===== src/include/ces_defs.svh =====
// constants of the error, status and tpdo mapping objects
// assumes inclusion by bare name from the package and design files
`ifndef CES_DEFS_SVH
`define CES_DEFS_SVH
`define CES_IDX_ERR_REG      16'h1001
`define CES_IDX_VND_WORD     16'h1002
`define CES_IDX_SAVE         16'h1010
`define CES_IDX_MAP1         16'h1a00
`define CES_IDX_MAP2         16'h1a01
`define CES_IDX_EVT2         16'h1801
`define CES_IDX_STARTUP      16'h1f80
`define CES_SUB_EVT          8'h05
`define CES_SUB_COUNT        8'h00
`define CES_MAP_ENTRIES      4
`define CES_EVT2_RST         16'h0064
`define CES_EVT_MS           100
`define CES_MAP1_CNT_ONE     8'h01
`define CES_MAP1_CNT_TWO     8'h02
`define CES_MAP1_E1_RST      32'h60100010
`define CES_MAP1_E2_RST      32'h60200010
`define CES_MAP2_CNT_RST     8'h00
`define CES_MAP2_E1_RST      32'h64010110
`define CES_MAP2_E2_RST      32'h64010210
`define CES_MAP2_E3_RST      32'h64010310
`define CES_ZERO32           32'h00000000
`define CES_START_PREOP      32'h00000004
`define CES_START_OP         32'h00000000
`define CES_ERR_GEN          0
`define CES_ERR_CUR          1
`define CES_ERR_VOLT         2
`define CES_ERR_TEMP         3
`define CES_ERR_COMM         4
`define CES_ERR_PROF         5
`define CES_ERR_RSVD         6
`define CES_ERR_MFR          7
`define CES_VF_PWR_NOW       6
`define CES_VF_PWR_MEM       7
`define CES_VF_USED          13
`define CES_ABORT_NOOBJ      32'h06020000
`define CES_ABORT_RO         32'h06010002
`define CES_ABORT_NOSUB      32'h06090011
`endif


===== src/include/ces_pkg.sv =====
// types shared by the object dictionary files
// assumes ces_defs.svh is on the include path
`include "ces_defs.svh"
package ces_pkg;
    typedef enum logic [1:0] {
        CES_NMT_BOOT  = 2'b00,
        CES_NMT_PREOP = 2'b01,
        CES_NMT_OP    = 2'b10
    } ces_nmt_t;
    typedef logic [31:0] ces_word_t;
endpackage : ces_pkg


===== src/rtl/ces_od_regs.sv =====
// object dictionary: error register, vendor fault word, tpdo maps
// assumes an upstream sdo engine gives index/subindex strobes
`timescale 1ns/1ps
`include "ces_defs.svh"
module ces_od_regs (
    input  wire logic              clk,          // 250 mhz clock
    input  wire logic              reset_n,      // async reset, low
    input  wire logic              dual_axis,    // variant strap
    input  wire logic              boot_done,    // boot finished pulse
    input  wire logic              obj_valid,    // access strobe
    input  wire logic              obj_write,    // 1 write, 0 read
    input  wire logic [15:0]       obj_index,    // object index
    input  wire logic [7:0]        obj_sub,      // subindex
    input  wire ces_pkg::ces_word_t obj_wdata,   // write data
    input  wire logic [5:1]        err_class,    // current..profile
    input  wire logic [1:0]        tilt_cross,   // x, y cross tilt
    input  wire logic [1:0]        tilt_range,   // x, y out of range
    input  wire logic              temp_low,     // below limit
    input  wire logic              temp_high,    // above limit
    input  wire logic              power_fault,  // supply fault now
    input  wire logic [4:0]        mem_faults,   // eeprom..handler
    output logic                   obj_ack,      // answer pulse
    output logic                   obj_abort,    // refused access
    output ces_pkg::ces_word_t     obj_rdata,    // read data or abort code
    output logic                   store_req,    // commit to store pulse
    output logic [7:0]             err_reg,      // error register
    output ces_pkg::ces_word_t     vendor_word,  // vendor fault word
    output logic [15:0]            evt2_time,    // tpdo2 event timer ms
    output ces_pkg::ces_nmt_t      nmt_state     // nmt state
);
    import ces_pkg::*;
    ////////////////////////////////////////////////////////////////
    // declarations
    logic [15:0] evt2_q, evt2_d;
    ces_word_t   start_q, start_d;
    ces_nmt_t    nmt_d;
    logic        pwr_mem_q, pwr_mem_d;
    logic [7:0]  err_d;
    ces_word_t   vf_d;
    logic        ack_d, abort_d, store_d;
    ces_word_t   rd_d;
    logic        pend_q, pend_d;
    logic        pend_sel_q, pend_sel_d;
    logic [7:0]  m1_cnt_rst;
    logic        m1_wr, m2_wr, hit_m1, hit_m2, boot_fix;
    ces_word_t   m1_rd, m2_rd;
    logic        dual_q;
    ////////////////////////////////////////////////////////////////
    // variant is caught after release, not in reset
    always_ff @(posedge clk or negedge reset_n) begin
        if (!reset_n) dual_q <= 1'b0;
        else dual_q <= dual_axis;
    end
    // dual variant count, written once as boot completes; an m1_wr in that cycle wins and the count is not fixed up
    assign m1_cnt_rst = `CES_MAP1_CNT_TWO;
    assign boot_fix   = boot_done && dual_q && nmt_state == CES_NMT_BOOT;
    assign hit_m1 = obj_index == `CES_IDX_MAP1 && obj_sub <= 8'(`CES_MAP_ENTRIES);
    assign hit_m2 = obj_index == `CES_IDX_MAP2 && obj_sub <= 8'(`CES_MAP_ENTRIES);
    // no table write while a map read is pending, strobe is ignored then
    assign m1_wr  = obj_valid && !pend_q && obj_write && hit_m1;
    assign m2_wr  = obj_valid && !pend_q && obj_write && hit_m2;
    // first tpdo table; count fixed up from strap below
    ces_map_table #(
        .CNT_RST (`CES_MAP1_CNT_ONE),
        .E1_RST  (`CES_MAP1_E1_RST),
        .E2_RST  (`CES_MAP1_E2_RST),
        .E3_RST  (`CES_ZERO32)
    ) u_map1 (
        .clk     (clk),
        .reset_n (reset_n),
        .wr_en   (m1_wr || boot_fix),
        .wr_sub  (boot_fix && !m1_wr ? `CES_SUB_COUNT : obj_sub),
        .wr_data (boot_fix && !m1_wr ? {24'h000000, m1_cnt_rst} : obj_wdata),
        .rd_sub  (obj_sub),
        .rd_data (m1_rd)
    );
    // second tpdo table, disabled by default
    ces_map_table #(
        .CNT_RST (`CES_MAP2_CNT_RST),
        .E1_RST  (`CES_MAP2_E1_RST),
        .E2_RST  (`CES_MAP2_E2_RST),
        .E3_RST  (`CES_MAP2_E3_RST)
    ) u_map2 (
        .clk     (clk),
        .reset_n (reset_n),
        .wr_en   (m2_wr),
        .wr_sub  (obj_sub),
        .wr_data (obj_wdata),
        .rd_sub  (obj_sub),
        .rd_data (m2_rd)
    );
    ////////////////////////////////////////////////////////////////
    // status words from fault inputs
    always_comb begin
        pwr_mem_d = pwr_mem_q | power_fault;
        vf_d = `CES_ZERO32;                                // bits 13-31 unused
        vf_d[1:0] = tilt_cross;
        vf_d[3:2] = tilt_range;
        vf_d[4] = temp_low;
        vf_d[5] = temp_high;
        vf_d[`CES_VF_PWR_NOW] = power_fault;
        vf_d[`CES_VF_PWR_MEM] = pwr_mem_d;
        vf_d[`CES_VF_USED-1:8] = mem_faults;
        err_d = 8'h00;
        err_d[`CES_ERR_PROF:`CES_ERR_CUR] = err_class;
        err_d[`CES_ERR_MFR] = |vf_d;
        err_d[`CES_ERR_RSVD] = 1'b0;
        err_d[`CES_ERR_GEN] = |err_d[7:1];
    end
    ////////////////////////////////////////////////////////////////
    // object decode, one access per strobe, answer after one cycle, map table reads after two
    always_comb begin
        evt2_d     = evt2_q;
        start_d    = start_q;
        ack_d      = 1'b0;
        abort_d    = 1'b0;
        store_d    = 1'b0;
        rd_d       = `CES_ZERO32;
        pend_d     = 1'b0;
        pend_sel_d = 1'b0;
        if (pend_q) begin
            // table read data is registered, answer one cycle later
            ack_d = 1'b1;
            rd_d  = pend_sel_q ? m2_rd : m1_rd;
        end else if (obj_valid) begin
            ack_d = 1'b1;
            unique case (obj_index)
                `CES_IDX_ERR_REG: begin
                    if (obj_write || obj_sub != 8'h00) abort_d = 1'b1;
                    else rd_d = {24'h000000, err_reg};
                end
                `CES_IDX_VND_WORD: begin
                    if (obj_write || obj_sub != 8'h00) abort_d = 1'b1;
                    else rd_d = vendor_word;
                end
                `CES_IDX_EVT2: begin
                    if (obj_sub != `CES_SUB_EVT) abort_d = 1'b1;
                    else if (obj_write) evt2_d = obj_wdata[15:0];
                    else rd_d = {16'h0000, evt2_q};
                end
                `CES_IDX_STARTUP: begin
                    if (obj_sub != 8'h00) abort_d = 1'b1;
                    else if (obj_write) start_d = obj_wdata;
                    else rd_d = start_q;
                end
                `CES_IDX_SAVE: begin
                    // commit request goes to nonvolatile store
                    if (obj_write) store_d = 1'b1;
                    else abort_d = 1'b1;
                end
                `CES_IDX_MAP1, `CES_IDX_MAP2: begin
                    if (!(hit_m1 || hit_m2)) abort_d = 1'b1;
                    else if (!obj_write) begin
                        ack_d      = 1'b0;
                        pend_d     = 1'b1;
                        pend_sel_d = hit_m2;
                    end
                end
                default: abort_d = 1'b1;
            endcase
            if (abort_d) begin
                evt2_d  = evt2_q;
                start_d = start_q;
                rd_d    = obj_write ? `CES_ABORT_RO : `CES_ABORT_NOOBJ;
            end
        end
    end
    // nmt state after boot
    always_comb begin
        nmt_d = nmt_state;
        if (boot_done && nmt_state == CES_NMT_BOOT)
            nmt_d = start_q == `CES_START_PREOP ? CES_NMT_PREOP : CES_NMT_OP;
    end
    ////////////////////////////////////////////////////////////////
    // registers
    always_ff @(posedge clk or negedge reset_n) begin
        if (!reset_n) begin
            evt2_q      <= `CES_EVT2_RST;
            start_q     <= `CES_START_OP;
            pwr_mem_q   <= 1'b0;
            pend_q      <= 1'b0;
            pend_sel_q  <= 1'b0;
            obj_ack     <= 1'b0;
            obj_abort   <= 1'b0;
            obj_rdata   <= `CES_ZERO32;
            store_req   <= 1'b0;
            err_reg     <= 8'h00;
            vendor_word <= `CES_ZERO32;
            evt2_time   <= `CES_EVT2_RST;
            nmt_state   <= CES_NMT_BOOT;
        end else begin
            evt2_q      <= evt2_d;
            start_q     <= start_d;
            pwr_mem_q   <= pwr_mem_d;
            pend_q      <= pend_d;
            pend_sel_q  <= pend_sel_d;
            obj_ack     <= ack_d;
            obj_abort   <= abort_d;
            obj_rdata   <= rd_d;
            store_req   <= store_d;
            err_reg     <= err_d;
            vendor_word <= vf_d;
            evt2_time   <= evt2_d;
            nmt_state   <= nmt_d;
        end
    end
    ////////////////////////////////////////////////////////////////
    // checks
    property p_gen_bit;
        @(posedge clk) disable iff (!reset_n) err_reg[`CES_ERR_GEN] == (|err_reg[7:1]);
    endproperty
    a_gen_bit: assert property (p_gen_bit) else $error("generic bit wrong");
    property p_rsvd_bit;
        @(posedge clk) disable iff (!reset_n) err_reg[`CES_ERR_RSVD] == 1'b0;
    endproperty
    a_rsvd_bit: assert property (p_rsvd_bit) else $error("bit 6 set");
    property p_mfr_bit;
        @(posedge clk) disable iff (!reset_n) err_reg[`CES_ERR_MFR] == (|vendor_word);
    endproperty
    a_mfr_bit: assert property (p_mfr_bit) else $error("mfr bit wrong");
    property p_pwr_mem;
        @(posedge clk) disable iff (!reset_n) vendor_word[`CES_VF_PWR_MEM] |=> vendor_word[`CES_VF_PWR_MEM];
    endproperty
    a_pwr_mem: assert property (p_pwr_mem) else $error("power memory lost");
    property p_pwr_set;
        @(posedge clk) disable iff (!reset_n) power_fault |=> vendor_word[`CES_VF_PWR_NOW] && vendor_word[`CES_VF_PWR_MEM];
    endproperty
    a_pwr_set: assert property (p_pwr_set) else $error("power fault missed");
    property p_unused;
        @(posedge clk) disable iff (!reset_n) vendor_word[31:`CES_VF_USED] == 19'h00000;
    endproperty
    a_unused: assert property (p_unused) else $error("unused bits set");
    property p_tilt;
        @(posedge clk) disable iff (!reset_n) 1'b1 |=> vendor_word[3:0] == {$past(tilt_range), $past(tilt_cross)};
    endproperty
    a_tilt: assert property (p_tilt) else $error("tilt bits wrong");
    property p_class;
        @(posedge clk) disable iff (!reset_n) 1'b1 |=> err_reg[5:1] == $past(err_class);
    endproperty
    a_class: assert property (p_class) else $error("class bits wrong");
    property p_boot;
        @(posedge clk) disable iff (!reset_n)
            boot_done && nmt_state == CES_NMT_BOOT && start_q == `CES_START_PREOP |=> nmt_state == CES_NMT_PREOP;
    endproperty
    a_boot: assert property (p_boot) else $error("not preop after boot");
    property p_unmapped;
        @(posedge clk) disable iff (!reset_n)
            obj_valid && !pend_q && obj_index == 16'h2000 |=> obj_ack && obj_abort;
    endproperty
    a_unmapped: assert property (p_unmapped) else $error("hidden object answered");
    // answer timing, abort codes, store request, boot state and remaining status fields
    property p_answer;
        @(posedge clk) disable iff (!reset_n) obj_valid && !pend_q |-> ##[1:2] obj_ack;
    endproperty
    a_answer: assert property (p_answer) else $error("access not answered");
    property p_abort_code;
        @(posedge clk) disable iff (!reset_n)
            obj_abort |-> obj_ack && (obj_rdata == `CES_ABORT_RO || obj_rdata == `CES_ABORT_NOOBJ);
    endproperty
    a_abort_code: assert property (p_abort_code) else $error("abort code wrong");
    property p_map_rd;
        @(posedge clk) disable iff (!reset_n)
            obj_valid && !pend_q && !obj_write && (hit_m1 || hit_m2) |=> !obj_ack ##1 obj_ack;
    endproperty
    a_map_rd: assert property (p_map_rd) else $error("map read timing wrong");
    property p_store;
        @(posedge clk) disable iff (!reset_n)
            obj_valid && !pend_q && obj_write && obj_index == `CES_IDX_SAVE |=> store_req;
    endproperty
    a_store: assert property (p_store) else $error("store request missed");
    property p_op_boot;
        @(posedge clk) disable iff (!reset_n)
            boot_done && nmt_state == CES_NMT_BOOT && start_q != `CES_START_PREOP |=> nmt_state == CES_NMT_OP;
    endproperty
    a_op_boot: assert property (p_op_boot) else $error("not operational after boot");
    property p_temp;
        @(posedge clk) disable iff (!reset_n) 1'b1 |=> vendor_word[5:4] == {$past(temp_high), $past(temp_low)};
    endproperty
    a_temp: assert property (p_temp) else $error("temperature bits wrong");
    property p_mem;
        @(posedge clk) disable iff (!reset_n) 1'b1 |=> vendor_word[12:8] == $past(mem_faults);
    endproperty
    a_mem: assert property (p_mem) else $error("fault bits wrong");
    property p_pwr_now;
        @(posedge clk) disable iff (!reset_n) 1'b1 |=> vendor_word[`CES_VF_PWR_NOW] == $past(power_fault);
    endproperty
    a_pwr_now: assert property (p_pwr_now) else $error("power now bit wrong");
    c_abort: cover property (@(posedge clk) disable iff (!reset_n) obj_abort);
    c_map_rd: cover property (@(posedge clk) disable iff (!reset_n) pend_q ##1 obj_ack);
    c_store: cover property (@(posedge clk) disable iff (!reset_n) store_req);
    c_mfr: cover property (@(posedge clk) disable iff (!reset_n) err_reg == 8'h81);
endmodule : ces_od_regs


===== src/rtl/ces_map_table.sv =====
// one tpdo mapping table: count byte and four 32-bit entries
// assumes writes come from the object decoder in the same clock
`timescale 1ns/1ps
`include "ces_defs.svh"
module ces_map_table #(
    parameter logic [7:0]  CNT_RST = 8'h00,
    parameter logic [31:0] E1_RST  = 32'h00000000,
    parameter logic [31:0] E2_RST  = 32'h00000000,
    parameter logic [31:0] E3_RST  = 32'h00000000
) (
    input  wire logic              clk,      // device clock
    input  wire logic              reset_n,  // async reset, low
    input  wire logic              wr_en,    // write strobe
    input  wire logic [7:0]        wr_sub,   // subindex
    input  wire ces_pkg::ces_word_t wr_data, // write data
    input  wire logic [7:0]        rd_sub,   // read subindex
    output logic [31:0]            rd_data   // registered read data
);
    import ces_pkg::*;
    logic [7:0]  cnt_q,  cnt_d;
    logic [31:0] ent_q [1:`CES_MAP_ENTRIES];
    logic [31:0] ent_d [1:`CES_MAP_ENTRIES];
    logic [31:0] rd_d;
    ////////////////////////////////////////////////////////////////
    // next values of table and read data
    always_comb begin
        cnt_d = cnt_q;
        ent_d = ent_q;
        rd_d  = `CES_ZERO32;
        if (wr_en && wr_sub == `CES_SUB_COUNT) cnt_d = wr_data[7:0];
        for (int i = 1; i <= `CES_MAP_ENTRIES; i++) begin
            // entry is index[31:16] sub[15:8] length[7:0]
            if (wr_en && wr_sub == 8'(i)) ent_d[i] = wr_data;
            if (rd_sub == 8'(i)) rd_d = ent_q[i];
        end
        if (rd_sub == `CES_SUB_COUNT) rd_d = {24'h000000, cnt_q};
    end
    // registers, defaults
    always_ff @(posedge clk or negedge reset_n) begin
        if (!reset_n) begin
            cnt_q    <= CNT_RST;
            ent_q[1] <= E1_RST;
            ent_q[2] <= E2_RST;
            ent_q[3] <= E3_RST;
            ent_q[4] <= `CES_ZERO32;
            rd_data  <= `CES_ZERO32;
        end else begin
            cnt_q   <= cnt_d;
            ent_q   <= ent_d;
            rd_data <= rd_d;
        end
    end
endmodule : ces_map_table


===== config.mk =====
export PLATFORM = sky130hd
export DESIGN_NAME = ces_od_regs
export DESIGN_NICKNAME = d
export VERILOG_FILES = /design/src/include/ces_pkg.sv /design/src/rtl/ces_od_regs.sv /design/src/rtl/ces_map_table.sv
export VERILOG_INCLUDE_DIRS = /design/src /design/src/include
export SDC_FILE = /design/constraint.sdc
export NUM_CORES = 1
export LEC_CHECK = 0
export BUFFER_PORTS_ARGS = -buffer_cell sky130_fd_sc_hd__clkbuf_2
export CAP_MARGIN = 20
export CORE_ASPECT_RATIO = 0.8
export CORE_MARGIN = 2
export CORE_UTILIZATION = 50
export CTS_CLUSTER_DIAMETER = 40
export CTS_CLUSTER_SIZE = 8
export DETAILED_ROUTE_END_ITERATION = 7
export HOLD_SLACK_MARGIN = 0.15
export PLACE_DENSITY_LB_ADDON = 0.25
export SYNTH_ARGS = -nofsm -noshare
export SYNTH_HDL_FRONTEND = slang
export SYNTH_SLANG_ARGS = --single-unit

===== constraint.sdc =====
create_clock -name clk -period 2.4 [get_ports clk]
set_input_delay 0.24 -clock clk [delete_from_list [all_inputs] [get_ports clk]]
set_output_delay 0.24 -clock clk [all_outputs]
set_load 0.03 [all_outputs]

==> Word level (Yosys, flattened, before mapping) <==
Cells that the tools add are included.
{ "classes": {"n_lt_le_gt_ge": 1, "n_eq_ne": 17, "n_mux": 52, "bitwise": 5, "reduce_logical": 35} }
{ "op_table": {"columns": ["cell", "count"], "rows": [
  ["$mux W32", 17],
  ["$pmux W32 S4", 1],
  ["$eq A16 B13 Y1 const B", 7],
  ["$eq A32 B3 Y1 const B", 1],
  ["$eq A8 B2 Y1 const B", 4],
  ["$mux W16", 2],
  ["$mux W1", 26],
  ["$logic_and A1 B1 Y1", 20],
  ["$mux W18", 1],
  ["$reduce_or A18 Y1", 1],
  ["$eq A8 B1 Y1 const B", 2],
  ["$eq A8 B3 Y1 const B", 2],
  ["$logic_not A8 Y1", 2],
  ["$mux W8", 2],
  ["$mux W13", 1],
  ["$reduce_or A13 Y1", 1],
  ["$reduce_and A6 Y1", 2],
  ["$le A8 B3 Y1 const B", 1],
  ["$ne A8 B3 Y1 const B", 1],
  ["$reduce_bool A8 Y1", 1],
  ["$pmux W1 S5", 1],
  ["$not A1 Y1", 4],
  ["$reduce_or A2 Y1", 2],
  ["$logic_or A1 B1 Y1", 3],
  ["other kinds (4)", 5]
]} }
{ "totals": {"ff_bits": 445, "output_inout_bits": 93} }

==> Longest topological paths before layout <==
Gate-level depths: netlist of run 1.
{ "logic_depth": {"depth_word": 10, "mapped_depth": 10, "depth_no_buf": 6} }

==> Cells and area by module <==
Synthesis of run 1 repeated with hierarchy kept, for this count alone.
{ "hier_totals": {"hier_cells": 1551, "hier_area_um2": 20412.1} }
{ "modules_own_cells": {"columns": ["module", "n_inst", "cells_per_inst", "area_per_inst_um2"], "rows": [
  ["ces_map_table (u_map2)", 1, 539, 7472.2],
  ["ces_map_table (u_map1)", 1, 539, 7459.7],
  ["ces_od_regs", 1, 473, 5480.3]
]} }

==> Worst setup path before layout of run 1 <==
Ideal clock, no wire load.
{ "synth_path": {"path_kind": "input to register", "start": "input obj_sub[3]", "end": "register evt2_q[10]", "t_arrival_ns": 2.580, "required_ns": 2.275, "slack_ns": -0.305, "stages": 8, "n_path_buf": 3, "path_cell_list": "or4_4 -> or2_1 -> buf_6 -> or3_1 -> buf_2 -> nor4_4 -> buf_6 -> mux2_2"} }
{ "synth_via": {"elab_chain_len": 9} }
{ "synth_rtl": {"columns": ["element", "line", "rtl"], "rows": [
  ["start: declaration", "ces_od_regs.sv:13", "input wire logic [7:0] obj_sub,"],
  ["$le A8 B3 Y1", "ces_od_regs.sv:57, ces_od_regs.sv:58", null],
  ["$logic_and A1 B1 Y1, on equally long branches", "ces_od_regs.sv:57, ces_od_regs.sv:58", null],
  ["$logic_or A1 B1 Y1", "ces_od_regs.sv:152", "if (!(hit_m1 || hit_m2)) abort_d = 1'b1;"],
  ["$mux W1", "ces_od_regs.sv:152", null],
  ["$pmux W1 S5", "ces_od_regs.sv:127", "unique case (obj_index)"],
  ["$mux W1", "ces_od_regs.sv:125", "end else if (obj_valid) begin"],
  ["$mux W1", "ces_od_regs.sv:121", "if (pend_q) begin"],
  ["$not A1 Y1 (no line)", null, null],
  ["$reduce_and A6 Y1 (no line) (*)", null, null],
  ["end signal: assignment", "ces_od_regs.sv:178", "evt2_q <= `CES_EVT2_RST;"],
  ["end signal: assignment", "ces_od_regs.sv:192", "evt2_q <= evt2_d;"],
  ["end: declaration", "ces_od_regs.sv:34", "logic [15:0] evt2_q, evt2_d;"]
]} }
Every way passes the cells marked *; elsewhere a longest branch is shown, timed or not. The select of a mux whose other input is x is not followed.
A chain may end at the register's enable or synchronous reset.

==> Worst setup path after layout of run 1 <==
{ "layout_path": {"start": "input obj_index[4]", "end": "register u_map1.ent_q[42] (netlist name)"} }
{ "layout_via": {"elab_chain_len": 8} }
{ "layout_rtl": {"columns": ["element", "line", "rtl"], "rows": [
  ["start: declaration", "ces_od_regs.sv:12", "input wire logic [15:0] obj_index,"],
  ["$eq A16 B13 Y1 (*)", null, null],
  ["$logic_and A1 B1 Y1 (*)", "ces_od_regs.sv:57", "assign hit_m1 = obj_index == `CES_IDX_MAP1 && obj_sub <= 8'(`CES_MAP_ENTRIES);"],
  ["$logic_and A1 B1 Y1 (*)", "ces_od_regs.sv:60", "assign m1_wr = obj_valid && !pend_q && obj_write && hit_m1;"],
  ["$logic_not A1 Y1", "ces_od_regs.sv:72, ces_od_regs.sv:73", null],
  ["$logic_and A1 B1 Y1", "ces_od_regs.sv:72, ces_od_regs.sv:73", null],
  ["$mux W8", "ces_od_regs.sv:72", ".wr_sub (boot_fix && !m1_wr ? `CES_SUB_COUNT : obj_sub),"],
  ["$eq A8 B2 Y1", "ces_map_table.sv:33", "if (wr_en && wr_sub == 8'(i)) ent_d[i] = wr_data;"],
  ["$logic_and A1 B1 Y1", "ces_map_table.sv:33", null],
  ["end signal: assignment", "ces_map_table.sv:49", "ent_q <= ent_d;"],
  ["end: declaration", "ces_map_table.sv:21", "logic [31:0] ent_q [1:`CES_MAP_ENTRIES];"]
]} }
Every way passes the cells marked *; elsewhere a longest branch is shown, timed or not.

==> qor.yml, run 1 <==
outcome:
  status: "finished, final reports clean"
route:
  ant_nets: 0
  vias: 12700
  drt-vias-per-instance: 5.88
  drc: 0
  wl_per_cell_um: 24.3
  wl_um: 52500
  drtIter0Drc: 1201
  first_pass_iters: 5
critical_path:
  cp-end-kind: "register"
  critical_path_arrival_ps: 2760
  critical_path_class: "in -> reg"
  cp.required_ps: 2840
  path_max_fanout: 20
  start_kind: "input port"
sta:
  fin_tns_setup_ps: 0
  setup_viol: 0
  worst_pin_slew_ps: 704
  period_minus_slack_ps: 2320
  rsz0062_at_grt: "false"
  relSlewSlack: 0.530
  whs_ps: 153
  final.period_utilization: 0.966
  fmax_mhz: 431
  fin_skew_ps: 18.7
  drv_slew: 0
  hold_violations: 0
floorplanning:
  start_util: 0.508
  row_count: 63
  fp.dieW_um: 221
  design.die.area_um2: 39300
  io-pin-count: 172
  coreArea_um2: 37100
  chipHeight_um: 178
grt:
  grt.overflow.total: 0
  grt_use_total: 0.268
  grt_max_degree: 74
  grt_pass1_wl_um: 80000
  grt_pass1_vias: 13000
  antenna_found_initial: 1
logic_synthesis:
  synthArstFlopShare: 1.00
  syn_area_um2: 18800
  synthCells: 1367
  yosysUniqueCellTypes: 54
  synth_top_area_frac: 0.548
  seq_area_frac_synth: 0.592
  synth.avg_cell_area_um2: 13.8
  yosysMostFrequentCell: "dfrtp_1"
  yosys_warnings: 0
  synth_common_cells: "413 x dfrtp_1, 373 x mux2_2, 69 x o21ai_0"
  ys_ff_latch: 444
  synth_ff_type: "dfrtp_1"
  synth_top_cells_by_area: "dfrtp_1 55%, mux2_2 22%, dfstp_2 4.3%, a22oi_1 2.2%, mux4_2 1.9%"
  yosysTopAreaCell: "dfrtp_1"
  synth-edff-count: 0
layout:
  stdcell_area_um2: 23300
  fillers: 2762
  largest_registers: "u_map1.ent_q (128), u_map2.ent_q (128)"
  layout-drive-gt1-share: 0.454
  syn_to_final_growth_pct: 23.7
  multiInputGateArea_um2: 7290
  diodes: 0
  ff_latch_area_um2: 11100
  final_cells: 2162
  final_nets: 1699
  post-route-util: 0.628
power:
  power.share.sequential: 0.434
  share_comb_of_total_power: 0.041
  ir_drop_mv: 0.876
  leakagePower_nw: 11.3
  cellInternalPower_w: 0.0135
  pwr-share-clk: 0.525
  p_per_area_nw_per_um2: 745
  p_sw_frac: 0.223
  switchingPower_w: 0.00388
clock_network:
  cts.sinks: 444
  cts_tree: "yes"
  cts_root_buffer: "clkbuf_16"
  clkTransAtPathRegs_ps: 50
  clk_latency_ps: 570
  htreeDepth: 3
  cts_made_buffers: 68
  clock_path_buffers: 3
placed_design:
  place_congestion: 0.899
  numPortBuffers: 151
  placedCellCount: 1984
  placed_area_um2: 20700
  hpwl_um: 32600
job:
  cap_violations: 0
min_path:
  hp-class: "in -> reg"
-- placed cells by master, fill, tap and decap left out, drive strengths merged, types with 26 or more instances in the layout --
cell	n
o21ai	69
mux2	373
dfrtp	413
nand2	62
dlygate4sd3	53
clkbuf	266
a22o	26
dfstp	31
buf	85
a22oi	54
-- routing by layer --
layer  track usage  up-vias  wire, um
li1              -     5496         -
met3        0.0520      103      3400
met1         0.388     6682     23800
met5             0        -         0
met2         0.411      423     23700
met4        0.0872        0      1520
-- critical path: stages --
cell and delay [ps]:
dlygate4sd3_1 530, clkbuf_2 150, nor3_1 190, nand4_1 310, nor4b_2 340, buf_4 200, nand4_1 120, buf_4 320
mux2_2 330
-- layout make-up --
type,instances,share of cell area
Tap cell,487,0.0261
Inverter,3,0.000483
Timing Repair Buffer,287,0.0931
Sequential cell,444,0.478
Clock inverter,8,0.00510
Multi-Input combinational cell,816,0.313
Clock buffer,117,0.0844
-- power groups by stage --
stage | combinational (W) | sequential (W) | clock [W]
final | 0.000711 | 0.00754 | 0.00912
after detailed placement | 0.000642 | 0.00766 | 0
after global placement | 0.000635 | 0.00766 | 0
after floorplan | 0.000216 | 0.00770 | 0
after global routing | 0.000773 | 0.00753 | 0.00959
after CTS | 0.000714 | 0.00754 | 0.00922
-- stage by stage --
stage / total power, W / setup slack, ps
global route: 0.0179 / 0.585
detailed placement: 0.00830 / -238
CTS: 0.0175 / 77.8
global placement: 0.00830 / -188
finish: 0.0174 / 80.6
floorplan: 0.00791 / -267
-- path summary, 6_finish.rpt --
kind                                   from                  to  slack [ps]  depth (start not counted)
max reg2reg                          pend_q    u_map1.ent_q[42]         190                          7
max                            obj_index[4]    u_map1.ent_q[42]          80                          9
min in group asynchronous           reset_n     u_map2.ent_q[2]         240                          2
min                            obj_wdata[8]          start_q[8]         150                          2
max in group asynchronous           reset_n   u_map1.ent_q[125]        1290                          3
min reg2reg                u_map1.ent_q[23]  u_map1.rd_data[23]         470                          2
-- cells by family (layout without fill, tap and decap cells) --
group / Yosys count / in the layout / synth area share
flops: 444 / 444 / 0.592
mux: 407 / 407 / 0.252
simple gates: 198 / 198 / 0.0576
compound gates: 191 / 191 / 0.0685
buf+inv: 126 / 415 / 0.0307
other cells: 1 / 20 / 0.000199
-- timing repair --
action | 4_1_cts | 5_1_grt
hold endpoints to repair | 387 | 0
buffers inserted | 0 | 0
endpoints found under the setup margin | 0 | 38
hold buffers | 53 | 0
resized for setup | 0 | 5
Power figures use the tool's default switching activity.
==> run 2, diff against run 1 <==
--- a/config.mk
+++ b/config.mk
@@ -16,6 +16,7 @@
 export DETAILED_ROUTE_END_ITERATION = 7
 export HOLD_SLACK_MARGIN = 0.15
 export PLACE_DENSITY_LB_ADDON = 0.25
+export RECOVER_POWER = 100
 export SYNTH_ARGS = -nofsm -noshare
 export SYNTH_HDL_FRONTEND = slang
 export SYNTH_SLANG_ARGS = --single-unit
==> qor.yml, run 2 (same netlist as run 1, synthesis figures left out) <==
clock_network:
  cts.sinks: 444
  htreeDepth: 3
  clock_path_buffers: 3
  clkTransAtPathRegs_ps: 50
  clk_latency_ps: 570
  post_cts_buffers: 0
  cts_tree: "yes"
  cts_root_buffer: "clkbuf_16"
  cts_made_buffers: 68
grt:
  grt_use_total: 0.268
  grt_max_degree: 74
  grt_pass1_vias: 13000
  grt.overflow.total: 0
  grt_pass1_wl_um: 80000
  antenna_found_initial: 1
route:
  vias: 12700
  wl_met3_um: 3240
  first_pass_iters: 5
  drc: 0
  wl_met1_um: 23600
  top_layer_used: "met4"
  drtIter0Drc: 1178
  drt-vias-per-instance: 5.86
  wl_um: 52400
  wl_per_cell_um: 24.3
  ant_nets: 0
  wl_met2_um: 24100
layout:
  fillers: 2858
  multiInputGateArea_um2: 7250
  final_common_cell: "dfrtp_1"
  largest_registers: "u_map1.ent_q (128), u_map2.ent_q (128)"
  ff_latch_area_um2: 11100
  mostFrequentLayoutCells: "413 x dfrtp_1, 365 x mux2_2, 136 x clkbuf_1"
  syn_to_final_growth_pct: 21.7
  layout-drive-gt1-share: 0.393
  final_nets: 1699
  diodes: 0
sta:
  fmax_mhz: 431
  fin_skew_ps: 19.9
  fin_ws_ps: 80.5
  fin_tns_setup_ps: 0
  hold_violations: 0
  worst_pin_slew_ps: 1870
  drv_slew: 62
  final.period_utilization: 0.966
  period_minus_slack_ps: 2320
  relSlewSlack: -0.245
  setup_viol: 0
  rsz0062_at_grt: "false"
critical_path:
  cp.required_ps: 2840
  start_kind: "input port"
  r2r_start: "pend_q"
  cp_num_buf_inv: 4
  cp_slowest_cell: "dlygate4sd3_1"
  r2r_end: "u_map1.ent_q[77]"
  path_delay_family: "buffers and inverters"
  max_stage_delay_ps: 530
  r2r_setup_slack_ps: 220
  critical_path_arrival_ps: 2760
  cp-end-kind: "register"
  critPathLaunch: "obj_index[4]"
  critical_path_class: "in -> reg"
  rr_worst_depth: 7
  worstPathCellList: "dlygate4sd3_1, clkbuf_2, nor3_1, nand4_1, nor4b_2, buf_4, nand3_1, clkbuf_4, mux2_2"
  path_max_fanout: 17
placed_design:
  place_ws_ps: -238
  numPortBuffers: 151
  place_congestion: 0.899
  hpwl_um: 32600
outcome:
  violations: "capacitance limit, slew limit"
  status: "complete, but fails checks"
floorplanning:
  fp.dieW_um: 221
  row_count: 63
  coreArea_um2: 37100
  io-pin-count: 172
  design.die.area_um2: 39300
  chipHeight_um: 178
  start_util: 0.508
min_path:
  hold_path_startpoint: "obj_wdata[8]"
  holdPathEnd: "evt2_q[8]"
  hp-class: "in -> reg"
  min_path_cells: 2
power:
  p_total_w: 0.0174
  ir_drop_mv: 0.876
  leakagePower_nw: 10.9
  p_per_area_nw_per_um2: 757
job:
  cap_violations: 1
run 2: cell types whose count changed in the layout (fill, tap and decap cells not counted), moves of 4 or more:
cell,previous run,this run
clkbuf_1,43,136
clkbuf_2,149,75
mux2_4,8,3
buf_4,64,45
buf_12,20,4
mux2_1,0,5
clkbuf_4,0,7
buf_6,0,4
run 2: metal layers:
metal  vias up  track usage
met4         0       0.0872
met5         -            0
li1       5498            -
met1      6622        0.388
met2       446        0.411
met3       105       0.0520
run 2: worst max-delay path by stage:
stage	cells past startpoint	endpoint	slack, ps
after floorplan	8	evt2_q[10]	-270
after global placement	7	evt2_q[0]	-190
after detailed placement	7	evt2_q[4]	-240
after CTS	9	u_map2.ent_q[54]	80
after global routing	10	obj_rdata[7]	2
final	9	u_map1.ent_q[77]	80
run 2: metrics by stage:
step / hold WS, ps / cells / instance area, um2 / util
final: 143 / 2162 / 22900 / 0.618
after global routing: 167 / 2162 / 22900 / 0.618
after CTS: 150 / 2162 / 23300 / 0.627
after detailed placement: 240 / 1984 / 20700 / 0.557
after global placement: 247 / 1984 / 20700 / 0.557
after floorplan: -55.6 / 1386 / 19000 / -
run 2: area by class of cell:
cell class,count,area share
flip-flops and latches,444,0.486
multi-input cells,816,0.316
clock buffers,117,0.0858
repair buffers,287,0.0798
well taps,487,0.0266
clock inverters,8,0.00518
inverters,3,0.000491
run 2: power breakdown:
group          switching [W]  internal, W
sequential         0.0000163      0.00753
combinational       0.000507     0.000187
clock                0.00335      0.00577
run 2: repair_timing:
item | CTS | global route
hold buffers | 53 | 0
endpoints found under the hold margin | 387 | 0
gates resized for setup | 0 | 5
setup endpoints to repair | 0 | 38
